==> src/enc_defs.svh <==
`ifndef ENC_DEFS_SVH
`define ENC_DEFS_SVH
// ----------------------------------------
// register map (byte addresses)
// ----------------------------------------
`define A_CTRL 12'h000
`define A_FAULT 12'h004
`define A_STATE 12'h008
`define A_POS 12'h00C
`define A_PRESET 12'h010
// ----------------------------------------
// register select bits
// ----------------------------------------
`define R_CTRL 0
`define R_FAULT 1
`define R_STATE 2
`define R_POS 3
`define R_PRESET 4
// ----------------------------------------
// field positions
// ----------------------------------------
`define B_INV 0
`define B_PRESET_EN 1
`define B_SENS_ST 0
`define B_SENS_MT 1
`define B_LIGHT 2
`define B_TEMP 3
`define B_DIRCHG 4
// ----------------------------------------
// times (ms) and cycle counts at 100 MHz
// ----------------------------------------
`define CLK_KHZ 100000
`define T_MIN_PULSE_MS 10
`define T_DELAY_MS 1
`define T_PROC_MS 15
`define T_PWRON_MS 150
`define DIR_REACT_MS 1
`endif

==> src/enc_pkg.sv <==
package enc_pkg;
   typedef enum logic [1:0] {ST_PWRON, ST_RUN, ST_PROC} mode_t;
   typedef struct packed {
      logic sens_st;
      logic sens_mt;
      logic light;
      logic temp;
   } fault_in_t;
   typedef struct packed {
      logic status_o;
      logic status_oe;
      logic led_on;
      logic pos_valid;
   } stat_out_t;
endpackage

==> src/encoder_preset_dir_status.sv <==
// Our own choices: the placing of the registers and the APB interface to the registers.
`timescale 1ns/1ns
`include "enc_defs.svh"
module encoder_preset_dir_status #(
   parameter int PWRON_CYC = `T_PWRON_MS * `CLK_KHZ,
   parameter int PROC_CYC = `T_PROC_MS * `CLK_KHZ,
   parameter int PRE_CYC = `T_DELAY_MS * `CLK_KHZ,
   parameter int DIR_CYC = `DIR_REACT_MS * `CLK_KHZ
) (
   input wire logic pclk,
   input wire logic presetn,
   input wire logic psel,
   input wire logic penable,
   input wire logic pwrite,
   input wire logic [11:0] paddr,
   input wire logic [31:0] pwdata,
   output logic [31:0] prdata,
   output logic pready,
   output logic pslverr,
   input wire logic preset_pin,
   input wire logic preset_key,
   input wire logic dir_pin,
   input wire logic step,
   input wire enc_pkg::fault_in_t fault_in,
   output enc_pkg::stat_out_t stat_out
);
   import enc_pkg::*;

   // ----------------------------------------
   // input synchronisers, three stages
   // ----------------------------------------
   logic [2:0] s1_q, s2_q, s3_q;
   logic [2:0] raw;
   assign raw = {dir_pin, preset_key, preset_pin};
   always_ff @(posedge pclk or negedge presetn) begin
      if (!presetn) begin
         s1_q <= 3'h0;
         s2_q <= 3'h0;
         s3_q <= 3'h0;
      end else begin
         s1_q <= raw;
         s2_q <= s1_q;
         s3_q <= s2_q;
      end
   end

   // ----------------------------------------
   // filters: a level counts once stable for the count
   // ----------------------------------------
   logic [24:0] pcnt_q, pcnt_d, dcnt_q, dcnt_d;
   logic pflt_q, pflt_d, dflt_q, dflt_d;
   logic pstable, dstable, pboth;
   assign pstable = s2_q[0] == s3_q[0] && s2_q[1] == s3_q[1];
   assign dstable = s2_q[2] == s3_q[2];
   assign pboth = s3_q[0] | s3_q[1];
   // the 1 ms filter also screens short pulses; holding the
   // preset for the full 10 ms is left to the controller
   always_comb begin
      pcnt_d = pcnt_q;
      pflt_d = pflt_q;
      dcnt_d = dcnt_q;
      dflt_d = dflt_q;
      // short pulses never reach the count
      if (!pstable || pboth == pflt_q) begin
         pcnt_d = 25'h0;
      end else if (pcnt_q >= 25'(PRE_CYC - 1)) begin
         pcnt_d = 25'h0;
         pflt_d = pboth;
      end else begin
         pcnt_d = pcnt_q + 25'h1;
      end
      if (!dstable || s3_q[2] == dflt_q) begin
         dcnt_d = 25'h0;
      end else if (dcnt_q >= 25'(DIR_CYC - 1)) begin
         dcnt_d = 25'h0;
         dflt_d = s3_q[2];
      end else begin
         dcnt_d = dcnt_q + 25'h1;
      end
   end

   // ----------------------------------------
   // mode, timers, position, faults
   // ----------------------------------------
   mode_t mode_q, mode_d;
   logic [27:0] tmr_q, tmr_d;
   logic [28:0] pos_q, pos_d;
   logic [28:0] preset_val_q, preset_val_d;
   logic [1:0] cfg_q, cfg_d;
   logic [4:0] fault_q, fault_d;
   logic dir_ref_q, dir_ref_d;
   logic prise, ccw;
   assign prise = pflt_d & ~pflt_q;
   // inversion option flips the input sense
   assign ccw = dflt_q ^ cfg_q[`B_INV];

   // a preset during power-on or processing is ignored on purpose;
   // the controller must wait out both before reading
   always_comb begin
      mode_d = mode_q;
      tmr_d = tmr_q;
      pos_d = pos_q;
      dir_ref_d = dir_ref_q;
      // faults only ever set; no clear path
      fault_d = fault_q;
      fault_d[`B_SENS_ST] = fault_q[`B_SENS_ST] | fault_in.sens_st;
      fault_d[`B_SENS_MT] = fault_q[`B_SENS_MT] | fault_in.sens_mt;
      fault_d[`B_LIGHT] = fault_q[`B_LIGHT] | fault_in.light;
      fault_d[`B_TEMP] = fault_q[`B_TEMP] | fault_in.temp;
      if (step) begin
         pos_d = ccw ? pos_q - 29'h1 : pos_q + 29'h1;
      end
      unique case (mode_q)
         ST_PWRON: begin
            // direction level at the end of power-on is the reference
            dir_ref_d = dflt_q;
            if (tmr_q >= 28'(PWRON_CYC - 1)) begin
               mode_d = ST_RUN;
               tmr_d = 28'h0;
            end else begin
               tmr_d = tmr_q + 28'h1;
            end
         end
         ST_RUN: begin
            if (dflt_q != dir_ref_q) begin
               fault_d[`B_DIRCHG] = 1'b1;
            end
            if (prise) begin
               pos_d = cfg_q[`B_PRESET_EN] ? preset_val_q : 29'h0;
               mode_d = ST_PROC;
               tmr_d = 28'h0;
            end
         end
         ST_PROC: begin
            if (dflt_q != dir_ref_q) begin
               fault_d[`B_DIRCHG] = 1'b1;
            end
            if (tmr_q >= 28'(PROC_CYC - 1)) begin
               mode_d = ST_RUN;
               tmr_d = 28'h0;
            end else begin
               tmr_d = tmr_q + 28'h1;
            end
         end
      endcase
   end

   // ----------------------------------------
   // register decode
   // ----------------------------------------
   // one-hot select shared by write and read paths so they never disagree
   function automatic logic [4:0] reg_sel(input logic [11:0] a);
      logic [4:0] sel;
      sel = 5'h00;
      unique case (a)
         `A_CTRL: sel[`R_CTRL] = 1'b1;
         `A_FAULT: sel[`R_FAULT] = 1'b1;
         `A_STATE: sel[`R_STATE] = 1'b1;
         `A_POS: sel[`R_POS] = 1'b1;
         `A_PRESET: sel[`R_PRESET] = 1'b1;
         default: sel = 5'h00;
      endcase
      return sel;
   endfunction

   // ----------------------------------------
   // APB slave, zero wait states
   // ----------------------------------------
   logic wr, rd;
   logic [4:0] wsel, rsel;
   logic [31:0] rdata_d;
   logic [31:0] prdata_q;
   assign wr = psel & penable & pwrite;
   // read data caught at setup so it stands through the access phase
   assign rd = psel & ~penable & ~pwrite;
   assign wsel = wr ? reg_sel(paddr) : 5'h00;
   assign rsel = rd ? reg_sel(paddr) : 5'h00;
   assign pready = 1'b1;
   assign pslverr = 1'b0;
   assign prdata = prdata_q;

   always_comb begin
      cfg_d = cfg_q;
      preset_val_d = preset_val_q;
      // writes to read-only or unmapped words are dropped quietly
      if (wsel[`R_CTRL]) begin
         cfg_d = pwdata[1:0];
      end
      if (wsel[`R_PRESET]) begin
         preset_val_d = pwdata[28:0];
      end
      rdata_d = prdata_q;
      if (rd) begin
         rdata_d = 32'h0;
         if (rsel[`R_CTRL]) begin
            rdata_d = {30'h0, cfg_q};
         end
         if (rsel[`R_FAULT]) begin
            rdata_d = {27'h0, fault_q};
         end
         if (rsel[`R_STATE]) begin
            rdata_d = {28'h0, dflt_q, pflt_q, mode_q};
         end
         // withheld while not valid
         if (rsel[`R_POS] && stat_out.pos_valid) begin
            rdata_d = {3'h0, pos_q};
         end
         if (rsel[`R_PRESET]) begin
            rdata_d = {3'h0, preset_val_q};
         end
      end
   end

   // ----------------------------------------
   // status pin and LED
   // ----------------------------------------
   stat_out_t stat_d;
   logic alarm;
   // led and pin share one alarm term so they cannot disagree
   assign alarm = (|fault_d) | (mode_d == ST_PROC);
   always_comb begin
      stat_d = '0;
      // open collector: only ever pulled low, the pull-up gives the high
      stat_d.status_o = 1'b0;
      stat_d.status_oe = alarm;
      stat_d.led_on = alarm;
      stat_d.pos_valid = mode_d == ST_RUN;
   end

   // ----------------------------------------
   // registers
   // ----------------------------------------
   always_ff @(posedge pclk or negedge presetn) begin
      if (!presetn) begin
         pcnt_q <= 25'h0;
         pflt_q <= 1'b0;
         dcnt_q <= 25'h0;
         dflt_q <= 1'b0;
      end else begin
         pcnt_q <= pcnt_d;
         pflt_q <= pflt_d;
         dcnt_q <= dcnt_d;
         dflt_q <= dflt_d;
      end
   end

   // power-on reset is the only way out of a latched fault
   always_ff @(posedge pclk or negedge presetn) begin
      if (!presetn) begin
         mode_q <= ST_PWRON;
         tmr_q <= 28'h0;
         pos_q <= 29'h0;
         fault_q <= 5'h0;
         dir_ref_q <= 1'b0;
      end else begin
         mode_q <= mode_d;
         tmr_q <= tmr_d;
         pos_q <= pos_d;
         fault_q <= fault_d;
         dir_ref_q <= dir_ref_d;
      end
   end

   // configuration lasts only until the next reset
   always_ff @(posedge pclk or negedge presetn) begin
      if (!presetn) begin
         preset_val_q <= 29'h0;
         cfg_q <= 2'h0;
         prdata_q <= 32'h0;
      end else begin
         preset_val_q <= preset_val_d;
         cfg_q <= cfg_d;
         prdata_q <= rdata_d;
      end
   end

   // outputs straight from flops so the pin never glitches
   always_ff @(posedge pclk or negedge presetn) begin
      if (!presetn) begin
         stat_out <= '0;
      end else begin
         stat_out <= stat_d;
      end
   end
endmodule

==> config.mk <==
export PLATFORM = sky130hd
export DESIGN_NAME = encoder_preset_dir_status
export DESIGN_NICKNAME = d
export VERILOG_FILES = /design/src/enc_pkg.sv /design/src/encoder_preset_dir_status.sv
export VERILOG_INCLUDE_DIRS = /design/src
export SDC_FILE = /design/constraint.sdc
export NUM_CORES = 1
export LEC_CHECK = 0
export ABC_AREA = 0
export ABC_CLOCK_PERIOD_IN_PS = 5400
export BUFFER_PORTS_ARGS = -buffer_cell sky130_fd_sc_hd__buf_2
export CORE_MARGIN = 3
export CORE_UTILIZATION = 60
export CTS_CLUSTER_DIAMETER = 80
export DETAILED_ROUTE_END_ITERATION = 8
export PLACE_DENSITY = 0.81
export SLEW_MARGIN = 40
export SYNTH_ARGS = -nofsm -noshare
export SYNTH_HDL_FRONTEND = slang
export SYNTH_SLANG_ARGS = --single-unit
==> constraint.sdc <==
create_clock -name pclk -period 5.4 [get_ports pclk]
set_input_delay 0.81 -clock pclk [delete_from_list [all_inputs] [get_ports pclk]]
set_output_delay 0.81 -clock pclk [all_outputs]
set_load 0.02 [all_outputs]
After elaboration in Yosys (flattened, before gate mapping)
Index checks and enable logic that the tools add are counted.
{"block": "op_classes", "n_reduce_logical": 11, "magnitude_cmp": 4, "n_addsub": 5, "bitwise_logic": 16, "n_eq_ne": 15, "mux": 33}
{"operator": "29-bit two-way mux", "n": 5}
{"operator": "25-bit two-way mux", "n": 4}
{"operator": "32-bit two-way mux", "n": 3}
{"operator": "28-bit two-way mux", "n": 3}
{"operator": "28-bit one-hot mux with 3 select lines", "n": 1}
{"operator": "25-bit by 1-bit adder with 25-bit output, second input constant", "n": 2}
{"operator": "25-bit by 17-bit greater-or-equal comparator with 1-bit output, second input constant", "n": 2}
{"operator": "29-bit by 1-bit adder with 29-bit output, second input constant", "n": 1}
{"operator": "29-bit by 1-bit subtractor with 29-bit output, second input constant", "n": 1}
{"operator": "28-bit by 1-bit adder with 28-bit output, second input constant", "n": 1}
{"operator": "28-bit by 21-bit greater-or-equal comparator with 1-bit output, second input constant", "n": 1}
{"operator": "28-bit by 24-bit greater-or-equal comparator with 1-bit output, second input constant", "n": 1}
{"operator": "12-bit by 4-bit == test with 1-bit output, second input constant", "n": 2}
{"operator": "5-bit two-way mux", "n": 3}
{"operator": "12-bit by 3-bit == test with 1-bit output, second input constant", "n": 1}
{"operator": "12-bit by 5-bit == test with 1-bit output, second input constant", "n": 1}
{"operator": "12-bit logical NOT", "n": 1}
{"operator": "1-bit two-way mux", "n": 9}
{"operator": "2-bit two-way mux", "n": 4}
{"operator": "1-bit OR", "n": 6}
{"operator": "2-bit one-hot mux with 3 select lines", "n": 1}
{"operator": "1-bit bitwise AND", "n": 5}
{"operator": "1-bit == test", "n": 5}
{"operator": "5-bit OR reduction", "n": 1}
{"operator": "other kinds (12)", "n": 20}
{"block": "word_totals", "word_cells": 101, "output_inout_bits": 38, "register_bits": 191, "inputBits": 57}

Logic depth before layout (Yosys ltp)
Gate-level depths: netlist (run 1).
{"block": "logic_depth", "ltp_word": 10, "depth_mapped": 13, "mapped_depth_nobuf": 11}

Worst setup path before layout (run 1)
OpenSTA, ideal clock, no wires.
{"block": "synth_path", "path_type": "flip-flop to flip-flop", "from": "reg dflt_q", "to": "reg pos_q[25]", "slack_ps": 2089, "stages_incl_launch_ff": 14, "path_buffers": 2, "arrival_time_ps": 3245, "path_cell_list": "dfrtp_1 -> clkbuf_1 -> xnor2_1 -> inv_1 -> ha_1 -> clkbuf_1 -> a211oi_1 -> o21ai_0 -> a41o_1 -> o21ai_0 -> nand4_1 -> a41oi_1 -> mux2_2 -> nand2_1"}
{"block": "synth_between", "elab_chain_len": 5}
{"element": "start: declaration", "line": "encoder_preset_dir_status.sv:51", "text": "logic pflt_q, pflt_d, dflt_q, dflt_d;"}
{"element": "start signal: assignment", "line": "encoder_preset_dir_status.sv:243", "text": "dflt_q <= dflt_d;"}
{"element": "1-bit bitwise XOR *", "line": "encoder_preset_dir_status.sv:95", "text": "assign ccw = dflt_q ^ cfg_q[`B_INV];"}
{"element": "29-bit two-way mux *", "line": "encoder_preset_dir_status.sv:111", "text": "pos_d = ccw ? pos_q - 29'h1 : pos_q + 29'h1;"}
{"element": "29-bit two-way mux *", "line": "encoder_preset_dir_status.sv:110", "text": "if (step) begin"}
{"element": "29-bit two-way mux", "line": "encoder_preset_dir_status.sv:128", "text": "if (prise) begin"}
{"element": "29-bit two-way mux *", "line": "encoder_preset_dir_status.sv:113", "text": "unique case (mode_q)"}
{"element": "net pos_d[25]", "line": "encoder_preset_dir_status.sv:87", "text": "logic [28:0] pos_q, pos_d;"}
{"element": "end signal: assignment", "line": "encoder_preset_dir_status.sv:258", "text": "pos_q <= pos_d;"}
{"element": "end: declaration", "line": "encoder_preset_dir_status.sv:87"}
The timed path passes the listed nets; every way through them passes the cells marked *.
A chain may end at the register's enable or synchronous reset.

Worst setup path in the final report (run 1)
{"block": "layout_path", "from": "reg dflt_q", "to": "reg pos_q[20]"}
Same word-level chain as after synthesis.

==> load_flow_metrics.sql, run 1 <==
INSERT INTO impl_metrics (metric_group, metric, value, unit) VALUES
('run_status', 'run_status', 'complete, no violations', ''),
('drt', 'num_vias', '8123', ''),
('cts', 'post_cts.resized_instances', '0', ''),
('placed_design', 'hpwl_after_dpl', '14.84', 'mm'),
('synthesis', 'synth.distinct_cells', '64', ''),
('worst_setup_path', 'critical_path.slowest_cell', 'sky130_fd_sc_hd__fa_1', ''),
('timing', 'final.setup.tns', '0', 'ns'),
('synthesis', 'post_synth_inst_count', '1031', ''),
('cells_and_area', 'fin_nets', '1201', ''),
('power', 'power.leakage', '5.098', 'nW'),
('cts', 'clkSinkCount', '188', ''),
('timing', 'finalMaxSlewViolations', '0', ''),
('cts', 'cts.reportedPaths.clkPinSlew', '0.07', 'ns'),
('global_route', 'met1_usage', '35.46', '%'),
('cells_and_area', 'post-route-cell-area', '0.01109', 'mm^2'),
('timing', 'maxSlewHeadroom', '52.27', '%'),
('worst_setup_path', 'wp_data_required', '5.74', 'ns'),
('global_route', 'grt_start_max_net_pins', '82', ''),
('cts', 'number_of_buffers_inserted_to_repair_setup_after_cts', '0', ''),
('timing', 'max_slew.worst_pin.slew', '0.7159', 'ns'),
('floorplanning', 'die_y', '134.3', 'um'),
('cts', 'clock_latency', '0.43', 'ns'),
('placed_design', 'post_dp_cell_area', '0.01049', 'mm^2'),
('worst_setup_path', 'critPathMaxStageDelay', '0.51', 'ns'),
('global_route', 'grt_pass1_wl', '37.26', 'mm'),
('synthesis', 'synth-warning-count', '0', ''),
('synthesis', 'synth_top_area_share', '47.66', '%'),
('timing', 'period_needed', '3.584', 'ns'),
('synthesis', 'synth.area.top_cells', 'sky130_fd_sc_hd__dfrtp_1 48%, sky130_fd_sc_hd__nand2_1 4.7%, sky130_fd_sc_hd__mux2_2 4.2%, sky130_fd_sc_hd__ha_1 4.2%, sky130_fd_sc_hd__nor2_1 3.6%', ''),
('drt', 'drc_violation_count_after_routing', '0', ''),
('drt', 'drtAntennaViolNets', '0', ''),
('synthesis', 'synth.cell_area', '0.009871', 'mm^2'),
('worst_setup_path', 'cp_cell_sequence', 'xnor2_1 -> inv_2 -> fa_1 -> a211oi_1 -> o21ai_0 -> a22oi_1 -> o21ai_0 -> o21ai_0 -> xnor2_1 -> mux2i_1 -> o21ai_0', ''),
('synthesis', 'syn_avg_cell_area', '9.574', 'um^2'),
('power', 'pwr_density_cell', '386.4', 'mW/mm^2'),
('cts', 'clockRootBuffer', 'sky130_fd_sc_hd__clkbuf_16', ''),
('cts', 'tritoncts.num_buffers', '17', ''),
('power', 'worst_ir_drop_on_vdd', '0.0002859', 'V'),
('drt', 'detailedRoute.firstPassIterationCount', '5', ''),
('power', 'power.total', '4.285', 'mW'),
('drt', 'via_per_inst', '6.071', ''),
('floorplanning', 'fp-row-count', '46', ''),
('floorplanning', 'io-pin-count', '95', ''),
('drt', 'wire_length_per_cell_after_detailed_routing', '16.87', 'um'),
('floorplanning', 'die_area', '0.01803', 'mm^2'),
('worst_setup_path', 'worst-setup-path-type', 'reg2reg', ''),
('cts', 'htree_levels', '4', ''),
('timing', 'fin_worst_hold_slack', '0.3507', 'ns'),
('worst_setup_path', 'timing.critical_path.mode_cell', 'sky130_fd_sc_hd__o21ai_0', ''),
('synthesis', 'netlist.top_cell.by_area', 'sky130_fd_sc_hd__dfrtp_1', ''),
('drt', 'drt-total-wl', '22.58', 'mm'),
('timing', 'rsz0062_at_grt', 'false', ''),
('timing', 'timing.final.setup_violations', '0', ''),
('global_route', 'grt_util_met2', '39.78', '%'),
('global_route', 'grt_antenna_before_repair', '0', ''),
('synthesis', 'synth_ff_type', 'sky130_fd_sc_hd__dfrtp_1', ''),
('floorplanning', 'die_width', '134.3', 'um'),
('global_route', 'track_usage', '25.42', '%'),
('synthesis', 'ys_ff_latch', '188', ''),
('synthesis', 'post_synth_edffs', '0', ''),
('cts', 'hold_buffers', '0', ''),
('global_route', 'globalRoute.totalOverflow', '0', ''),
('worst_setup_path', 'cp_max_fo', '30', ''),
('cts', 'ctsLongestPathBuffers', '2', ''),
('cells_and_area', 'final_layout_size_suffix_gt1_share', '16.22', '%'),
('placed_design', 'place_congestion', '0.8718', ''),
('cells_and_area', 'antenna_cells', '0', ''),
('cts', 'tritoncts_clock_tree', 'yes', ''),
('timing', 'fmaxAchievable', '279.0', 'MHz'),
('global_route', 'grt_busiest_layer', 'met2', ''),
('timing', 'final_hold_viol_count', '0', '');
==> synthesized netlist by cell type (3+ instances only) <==
master / instances
sky130_fd_sc_hd__o21a_1: 4
sky130_fd_sc_hd__nand2_1: 123
sky130_fd_sc_hd__mux2_2: 37
sky130_fd_sc_hd__o31ai_1: 5
sky130_fd_sc_hd__a22oi_1: 5
sky130_fd_sc_hd__o21ai_0: 57
sky130_fd_sc_hd__xnor2_1: 32
sky130_fd_sc_hd__a211oi_1: 5
sky130_fd_sc_hd__or4_1: 3
sky130_fd_sc_hd__nand3_1: 42
sky130_fd_sc_hd__o31a_1: 3
sky130_fd_sc_hd__or3_1: 6
sky130_fd_sc_hd__a32oi_1: 26
sky130_fd_sc_hd__o2111ai_1: 6
sky130_fd_sc_hd__and2_1: 7
sky130_fd_sc_hd__inv_1: 24
sky130_fd_sc_hd__and3_1: 21
sky130_fd_sc_hd__a311oi_1: 3
sky130_fd_sc_hd__buf_2: 5
sky130_fd_sc_hd__a21oi_1: 59
sky130_fd_sc_hd__o21bai_1: 4
sky130_fd_sc_hd__nor3_1: 20
sky130_fd_sc_hd__dfrtp_1: 188
sky130_fd_sc_hd__xor2_1: 21
sky130_fd_sc_hd__mux2i_1: 11
sky130_fd_sc_hd__ha_1: 33
sky130_fd_sc_hd__a21boi_0: 3
sky130_fd_sc_hd__a31oi_1: 25
sky130_fd_sc_hd__a221oi_1: 3
sky130_fd_sc_hd__nand2b_1: 5
sky130_fd_sc_hd__buf_4: 7
sky130_fd_sc_hd__nand4_1: 11
sky130_fd_sc_hd__a21o_1: 9
sky130_fd_sc_hd__clkbuf_1: 38
sky130_fd_sc_hd__nor4_1: 17
sky130_fd_sc_hd__o211ai_1: 3
sky130_fd_sc_hd__o21ai_1: 22
sky130_fd_sc_hd__or2_2: 7
sky130_fd_sc_hd__nor2_1: 94
sky130_fd_sc_hd__nor2b_1: 8
==> report_power, final <==
part	internal, mW	switching [mW]	leakage, nW	total (mW)
logic	0.577	0.747	2.35	1.32
registers	1.54	0.129	2.45	1.67
clock network	0.752	0.538	0.294	1.29
==> metrics by stage <==
stage               std cells  setup WS (ns)
global placement         1307          1.615
global route             1338          1.556
floorplan                1051          2.089
CTS                      1338          1.865
detailed placement       1307          1.924
finish                   1338          1.816
==> cells in the final DEF, fill, tap and decap left out, types with 4 or more instances in the layout <==
cell type / n
sky130_fd_sc_hd__nor4_1: 15
sky130_fd_sc_hd__inv_1: 23
sky130_fd_sc_hd__o21ai_0: 57
sky130_fd_sc_hd__and3_1: 21
sky130_fd_sc_hd__a211oi_1: 5
sky130_fd_sc_hd__o21bai_1: 4
sky130_fd_sc_hd__clkbuf_16: 17
sky130_fd_sc_hd__and2_1: 7
sky130_fd_sc_hd__dfrtp_1: 187
sky130_fd_sc_hd__nor2b_1: 8
sky130_fd_sc_hd__nor3_1: 20
sky130_fd_sc_hd__mux2i_1: 11
sky130_fd_sc_hd__a32oi_1: 26
sky130_fd_sc_hd__nand2b_1: 5
sky130_fd_sc_hd__ha_1: 33
sky130_fd_sc_hd__o21ai_1: 22
sky130_fd_sc_hd__conb_1: 22
sky130_fd_sc_hd__buf_2: 84
sky130_fd_sc_hd__a31oi_1: 25
sky130_fd_sc_hd__nand2_1: 122
sky130_fd_sc_hd__a22oi_1: 5
sky130_fd_sc_hd__or2_2: 7
sky130_fd_sc_hd__xor2_1: 21
sky130_fd_sc_hd__nand3_1: 42
sky130_fd_sc_hd__a21o_1: 9
sky130_fd_sc_hd__mux2_2: 37
sky130_fd_sc_hd__or3_1: 6
sky130_fd_sc_hd__nor2_1: 93
sky130_fd_sc_hd__xnor2_1: 32
sky130_fd_sc_hd__buf_4: 8
sky130_fd_sc_hd__o21a_1: 4
sky130_fd_sc_hd__o2111ai_1: 6
sky130_fd_sc_hd__o31ai_1: 5
sky130_fd_sc_hd__a21oi_1: 59
sky130_fd_sc_hd__nand4_1: 11
==> path summary, 6_finish.rpt <==
path	start	to	slack (ns)	cells past startpoint
worst max-delay path	dflt_q	pos_q[20]	1.82	11
worst min-delay path	s1_q[2]	s2_q[2]	0.35	0
worst max register to register	dflt_q	pos_q[20]	1.82	11
worst min register to register	s1_q[2]	s2_q[2]	0.35	0
max in group asynchronous	presetn	prdata[13]	3.82	2
min in group asynchronous	presetn	dcnt_q[10]	0.39	1
==> logic make-up (layout without fill, tap and decap cells) <==
logic type | after synthesis | count (layout) | synth area share, %
AND/OR/NAND/NOR | 374 | 374 | 17.80
AO/OA/AOI/OAI | 255 | 255 | 16.71
flip-flops | 188 | 188 | 47.66
buffers and inverters | 77 | 148 | 3.334
XOR/XNOR | 53 | 53 | 4.703
multiplexers | 48 | 48 | 5.337
adder cells (fa/ha/maj) | 34 | 34 | 4.386
other | 2 | 22 | 0.07608
==> flip-flops by register name, summed over array words and instances (netlist names), 2 cells and up <==
name          flops
pos_q            29
prdata           29
preset_val_q     29
tmr_q            28
dcnt_q           25
pcnt_q           25
fault_q           5
s1_q              3
s2_q              3
s3_q              3
cfg_q             2
mode_q            2
stat_out          2
==> worst max-delay path: cells and delay by family (launching register included) <==
kind | cells | cell delay, ns
AO/OA/AOI/OAI | 6 | 1.60
XOR/XNOR | 2 | 0.50
adder cells (fa/ha/maj) | 1 | 0.51
buffers and inverters | 1 | 0.31
flip-flops | 1 | 0.47
multiplexers | 1 | 0.09
==> metal layers <==
layer | share of wire, % | wire [um]
met2 | 46 | 10460
met4 | 2.1 | 481
met1 | 45 | 10190
met5 | 0 | 0
met3 | 6.4 | 1444
==> layout make-up <==
| type | count | area (um^2) |
|---|---|---|
| flip-flops and latches | 188 | 4706 |
| inverters | 24 | 90.09 |
| clock buffers | 21 | 460.4 |
| multi-input cells | 786 | 4930 |
| fillers | 1258 | 4911 |
| well taps | 216 | 270.3 |
| repair buffers | 93 | 494.2 |
| clock inverters | 10 | 138.9 |
Note: power is estimated with default switching activity, not from simulation.
==> run 2, diff against run 1 <==
--- a/config.mk
+++ b/config.mk
@@ -7,7 +7,7 @@
 export NUM_CORES = 1
 export LEC_CHECK = 0
 export ABC_AREA = 0
-export ABC_CLOCK_PERIOD_IN_PS = 5400
+export ABC_CLOCK_PERIOD_IN_PS = 3620
 export BUFFER_PORTS_ARGS = -buffer_cell sky130_fd_sc_hd__buf_2
 export CORE_MARGIN = 3
 export CORE_UTILIZATION = 60
==> constraint.sdc (replaced) <==
create_clock -name pclk -period 3.62 [get_ports pclk]
set_input_delay 0.543 -clock pclk [delete_from_list [all_inputs] [get_ports pclk]]
set_output_delay 0.543 -clock pclk [all_outputs]
set_load 0.02 [all_outputs]
==> run 2 against run 1 <==
  * Global-route usage rose by 0.16 points
  * Core utilization increased by 0.20 points
  * Worst hold slack worse by 0.24 ns
  * Non-clock buffer count up 6
  * Critical path depth rose by 1
  * Critical path type unchanged
  * Critical endpoint is now pos_q[25]
==> load_flow_metrics.sql, run 2 (synthesis results as in run 1) <==
INSERT INTO impl_metrics (metric_group, metric, value, unit) VALUES
('worst_setup_path', 'worst_ep_arrival_time', '3.75', 'ns'),
('worst_setup_path', 'crit-reg2reg-capture', 'pos_q[25]', ''),
('timing', 'skew_final', '0.01020', 'ns'),
('worst_setup_path', 'critical_path.reg2reg.startpoint', 'cfg_q[0]', ''),
('floorplanning', 'die_y', '134.3', 'um'),
('cts', 'tritoncts_clock_tree', 'yes', ''),
('drt', 'initialDrtViolationCount', '927', ''),
('cts', 'clock_latency', '0.43', 'ns'),
('power', 'power_frac_seq', '39.4', '%'),
('power', 'power_frac_clock', '29.0', '%'),
('cts', 'htree_levels', '4', ''),
('drt', 'detailedRoute.firstPassIterationCount', '5', ''),
('global_route', 'first_global_vias', '7629', ''),
('power', 'worst_ir_drop_on_vdd', '0.0003690', 'V'),
('cts', 'tritoncts.num_buffers', '17', ''),
('cells_and_area', 'area_growth', '12.66', '%'),
('timing', 'finalMaxSlewViolations', '0', ''),
('timing', 'setup_slack', '0.2356', 'ns'),
('timing', 'fin_worst_hold_slack', '0.1128', 'ns'),
('timing', 'final.setup.tns', '0', 'ns'),
('timing', 'max_slew.worst_pin.slew', '0.7644', 'ns'),
('worst_setup_path', 'wp_data_required', '3.99', 'ns'),
('power', 'power.total', '6.303', 'mW'),
('placed_design', 'place_ws', '0.3073', 'ns'),
('min_path', 'min-delay-path-class', 'in2async', ''),
('worst_setup_path', 'critical_path.endpoint_type', 'flop', ''),
('run_status', 'run_status', 'complete, no violations', ''),
('worst_setup_path', 'cp_max_fo', '12', ''),
('drt', 'wire_length_per_cell_after_detailed_routing', '16.90', 'um'),
('floorplanning', 'start_util', '61.69', '%'),
('timing', 'fmaxAchievable', '295.5', 'MHz'),
('drt', 'num_vias', '8175', ''),
('power', 'pwr_density_cell', '566.8', 'mW/mm^2'),
('placed_design', 'post_dp_cell_area', '0.01054', 'mm^2'),
('floorplanning', 'coreArea', '0.01600', 'mm^2'),
('cts', 'ctsLongestPathBuffers', '2', ''),
('floorplanning', 'fp-row-count', '46', ''),
('timing', 'fin_crit_sh', '93.49', '%'),
('drt', 'drc_violation_count_after_routing', '0', ''),
('placed_design', 'dp.cells', '1313', ''),
('power', 'sw_frac_of_total', '34.11', '%'),
('cts', 'clockRootBuffer', 'sky130_fd_sc_hd__clkbuf_16', ''),
('floorplanning', 'die_width', '134.3', 'um'),
('cells_and_area', 'final_layout_size_suffix_gt1_share', '17.02', '%'),
('worst_setup_path', 'worst-setup-path-type', 'reg2reg', ''),
('worst_setup_path', 'r2r.worst_path.cells', '12', ''),
('power', 'intPower', '4.153', 'mW'),
('drt', 'via_per_inst', '6.078', ''),
('global_route', 'globalRoute.totalOverflow', '0', ''),
('cts', 'clkSinkCount', '188', ''),
('worst_setup_path', 'worstSetupStartpointType', 'flop', ''),
('run', 'drv_cap', '0', ''),
('cells_and_area', 'final_cell_utilization_of_the_core', '69.50', '%'),
('placed_design', 'place_congestion', '0.9181', ''),
('global_route', 'grt_pass1_wl', '37.61', 'mm'),
('timing', 'timing.final.setup_violations', '0', ''),
('placed_design', 'buffer_ports.inserted', '85', ''),
('timing', 'maxSlewHeadroom', '49.04', '%'),
('cells_and_area', 'layout_common_cells', '187 x sky130_fd_sc_hd__dfrtp_1, 122 x sky130_fd_sc_hd__nand2_1, 93 x sky130_fd_sc_hd__nor2_1', ''),
('power', 'net-switching-power', '2.150', 'mW'),
('drt', 'drt-total-wl', '22.72', 'mm'),
('cells_and_area', 'post-route-cell-area', '0.01112', 'mm^2'),
('timing', 'period_needed', '3.384', 'ns'),
('timing', 'rsz0062_at_grt', 'false', ''),
('power', 'power.leakage', '5.109', 'nW'),
('timing', 'final_hold_viol_count', '0', ''),
('cts', 'cts.reportedPaths.clkPinSlew', '0.08', 'ns'),
('floorplanning', 'io-pin-count', '95', ''),
('floorplanning', 'die_area', '0.01803', 'mm^2'),
('power', 'comb_power_share', '31.6', '%'),
('cells_and_area', 'fin_nets', '1207', ''),
('cells_and_area', 'layout_commonest_cell', 'sky130_fd_sc_hd__dfrtp_1', ''),
('placed_design', 'hpwl_after_dpl', '14.92', 'mm'),
('worst_setup_path', 'r2r_slack', '0.24', 'ns'),
('global_route', 'grt_antenna_before_repair', '1', ''),
('global_route', 'grt_start_max_net_pins', '101', ''),
('drt', 'drtAntennaViolNets', '0', ''),
('global_route', 'track_usage', '25.57', '%'),
('cells_and_area', 'layoutNonFillerInstCount', '1345', '');
## run 2: critical path: stages (launching register included)
cell,delay (ns)
sky130_fd_sc_hd__dfrtp_1,0.42
sky130_fd_sc_hd__xnor2_1,0.29
sky130_fd_sc_hd__inv_2,0.19
sky130_fd_sc_hd__buf_4,0.22
sky130_fd_sc_hd__ha_1,0.37
sky130_fd_sc_hd__a21oi_1,0.17
sky130_fd_sc_hd__o21ai_0,0.15
sky130_fd_sc_hd__a41o_1,0.26
sky130_fd_sc_hd__o21ai_0,0.28
sky130_fd_sc_hd__nand4_1,0.24
sky130_fd_sc_hd__a41oi_1,0.31
sky130_fd_sc_hd__mux2_2,0.36
sky130_fd_sc_hd__nand2_1,0.05
## run 2: layout make-up
| type | count | area (um^2) |
|---|---|---|
| tap | 216 | 270.3 |
| inverter | 24 | 90.09 |
| antenna | 1 | 2.502 |
| clock buffer | 18 | 439.2 |
| fill | 1271 | 4880 |
| timing repair buffer | 99 | 540.5 |
| multi-input combinational | 786 | 4940 |
| sequential | 188 | 4706 |
| clock inverter | 13 | 132.6 |
## run 2: how the worst max path moves through the flow
stage	from	endpoint	slack (ns)	cells after the start
3_3_place_gp	dflt_q	pos_q[25]	0.31	12
5_1_grt	cfg_q[0]	pos_q[25]	0.03	12
4_1_cts	cfg_q[0]	pos_q[25]	0.21	12
6_report	cfg_q[0]	pos_q[25]	0.24	12
3_5_place_dp	cfg_q[0]	pos_q[25]	0.31	12
2_1_floorplan	dflt_q	pos_q[25]	0.31	13
## run 2: what timing repair did
| item | in CTS | in global routing |
|---|---|---|
| setup buffers | 0 | 0 |
| hold buffers | 0 | 0 |
| endpoints found under the setup margin | 0 | 5 |
| resized for setup | 0 | 3 |
## run 2: routing by layer
metal | wire, um | global-route usage, %
met1 | 10370 | 36.83
met3 | 1560 | 4.726
met4 | 321 | 6.618
met2 | 10480 | 40.47
met5 | 0 | 0
## run 2: power by group through the flow
stage	logic, mW	clock network, mW	registers (mW)
global placement	1.86	0	2.51
detailed placement	1.91	0	2.52
floorplan	1.53	0	2.46
finish	1.99	1.83	2.49
CTS	1.94	1.85	2.48
global route	2.24	1.95	2.51
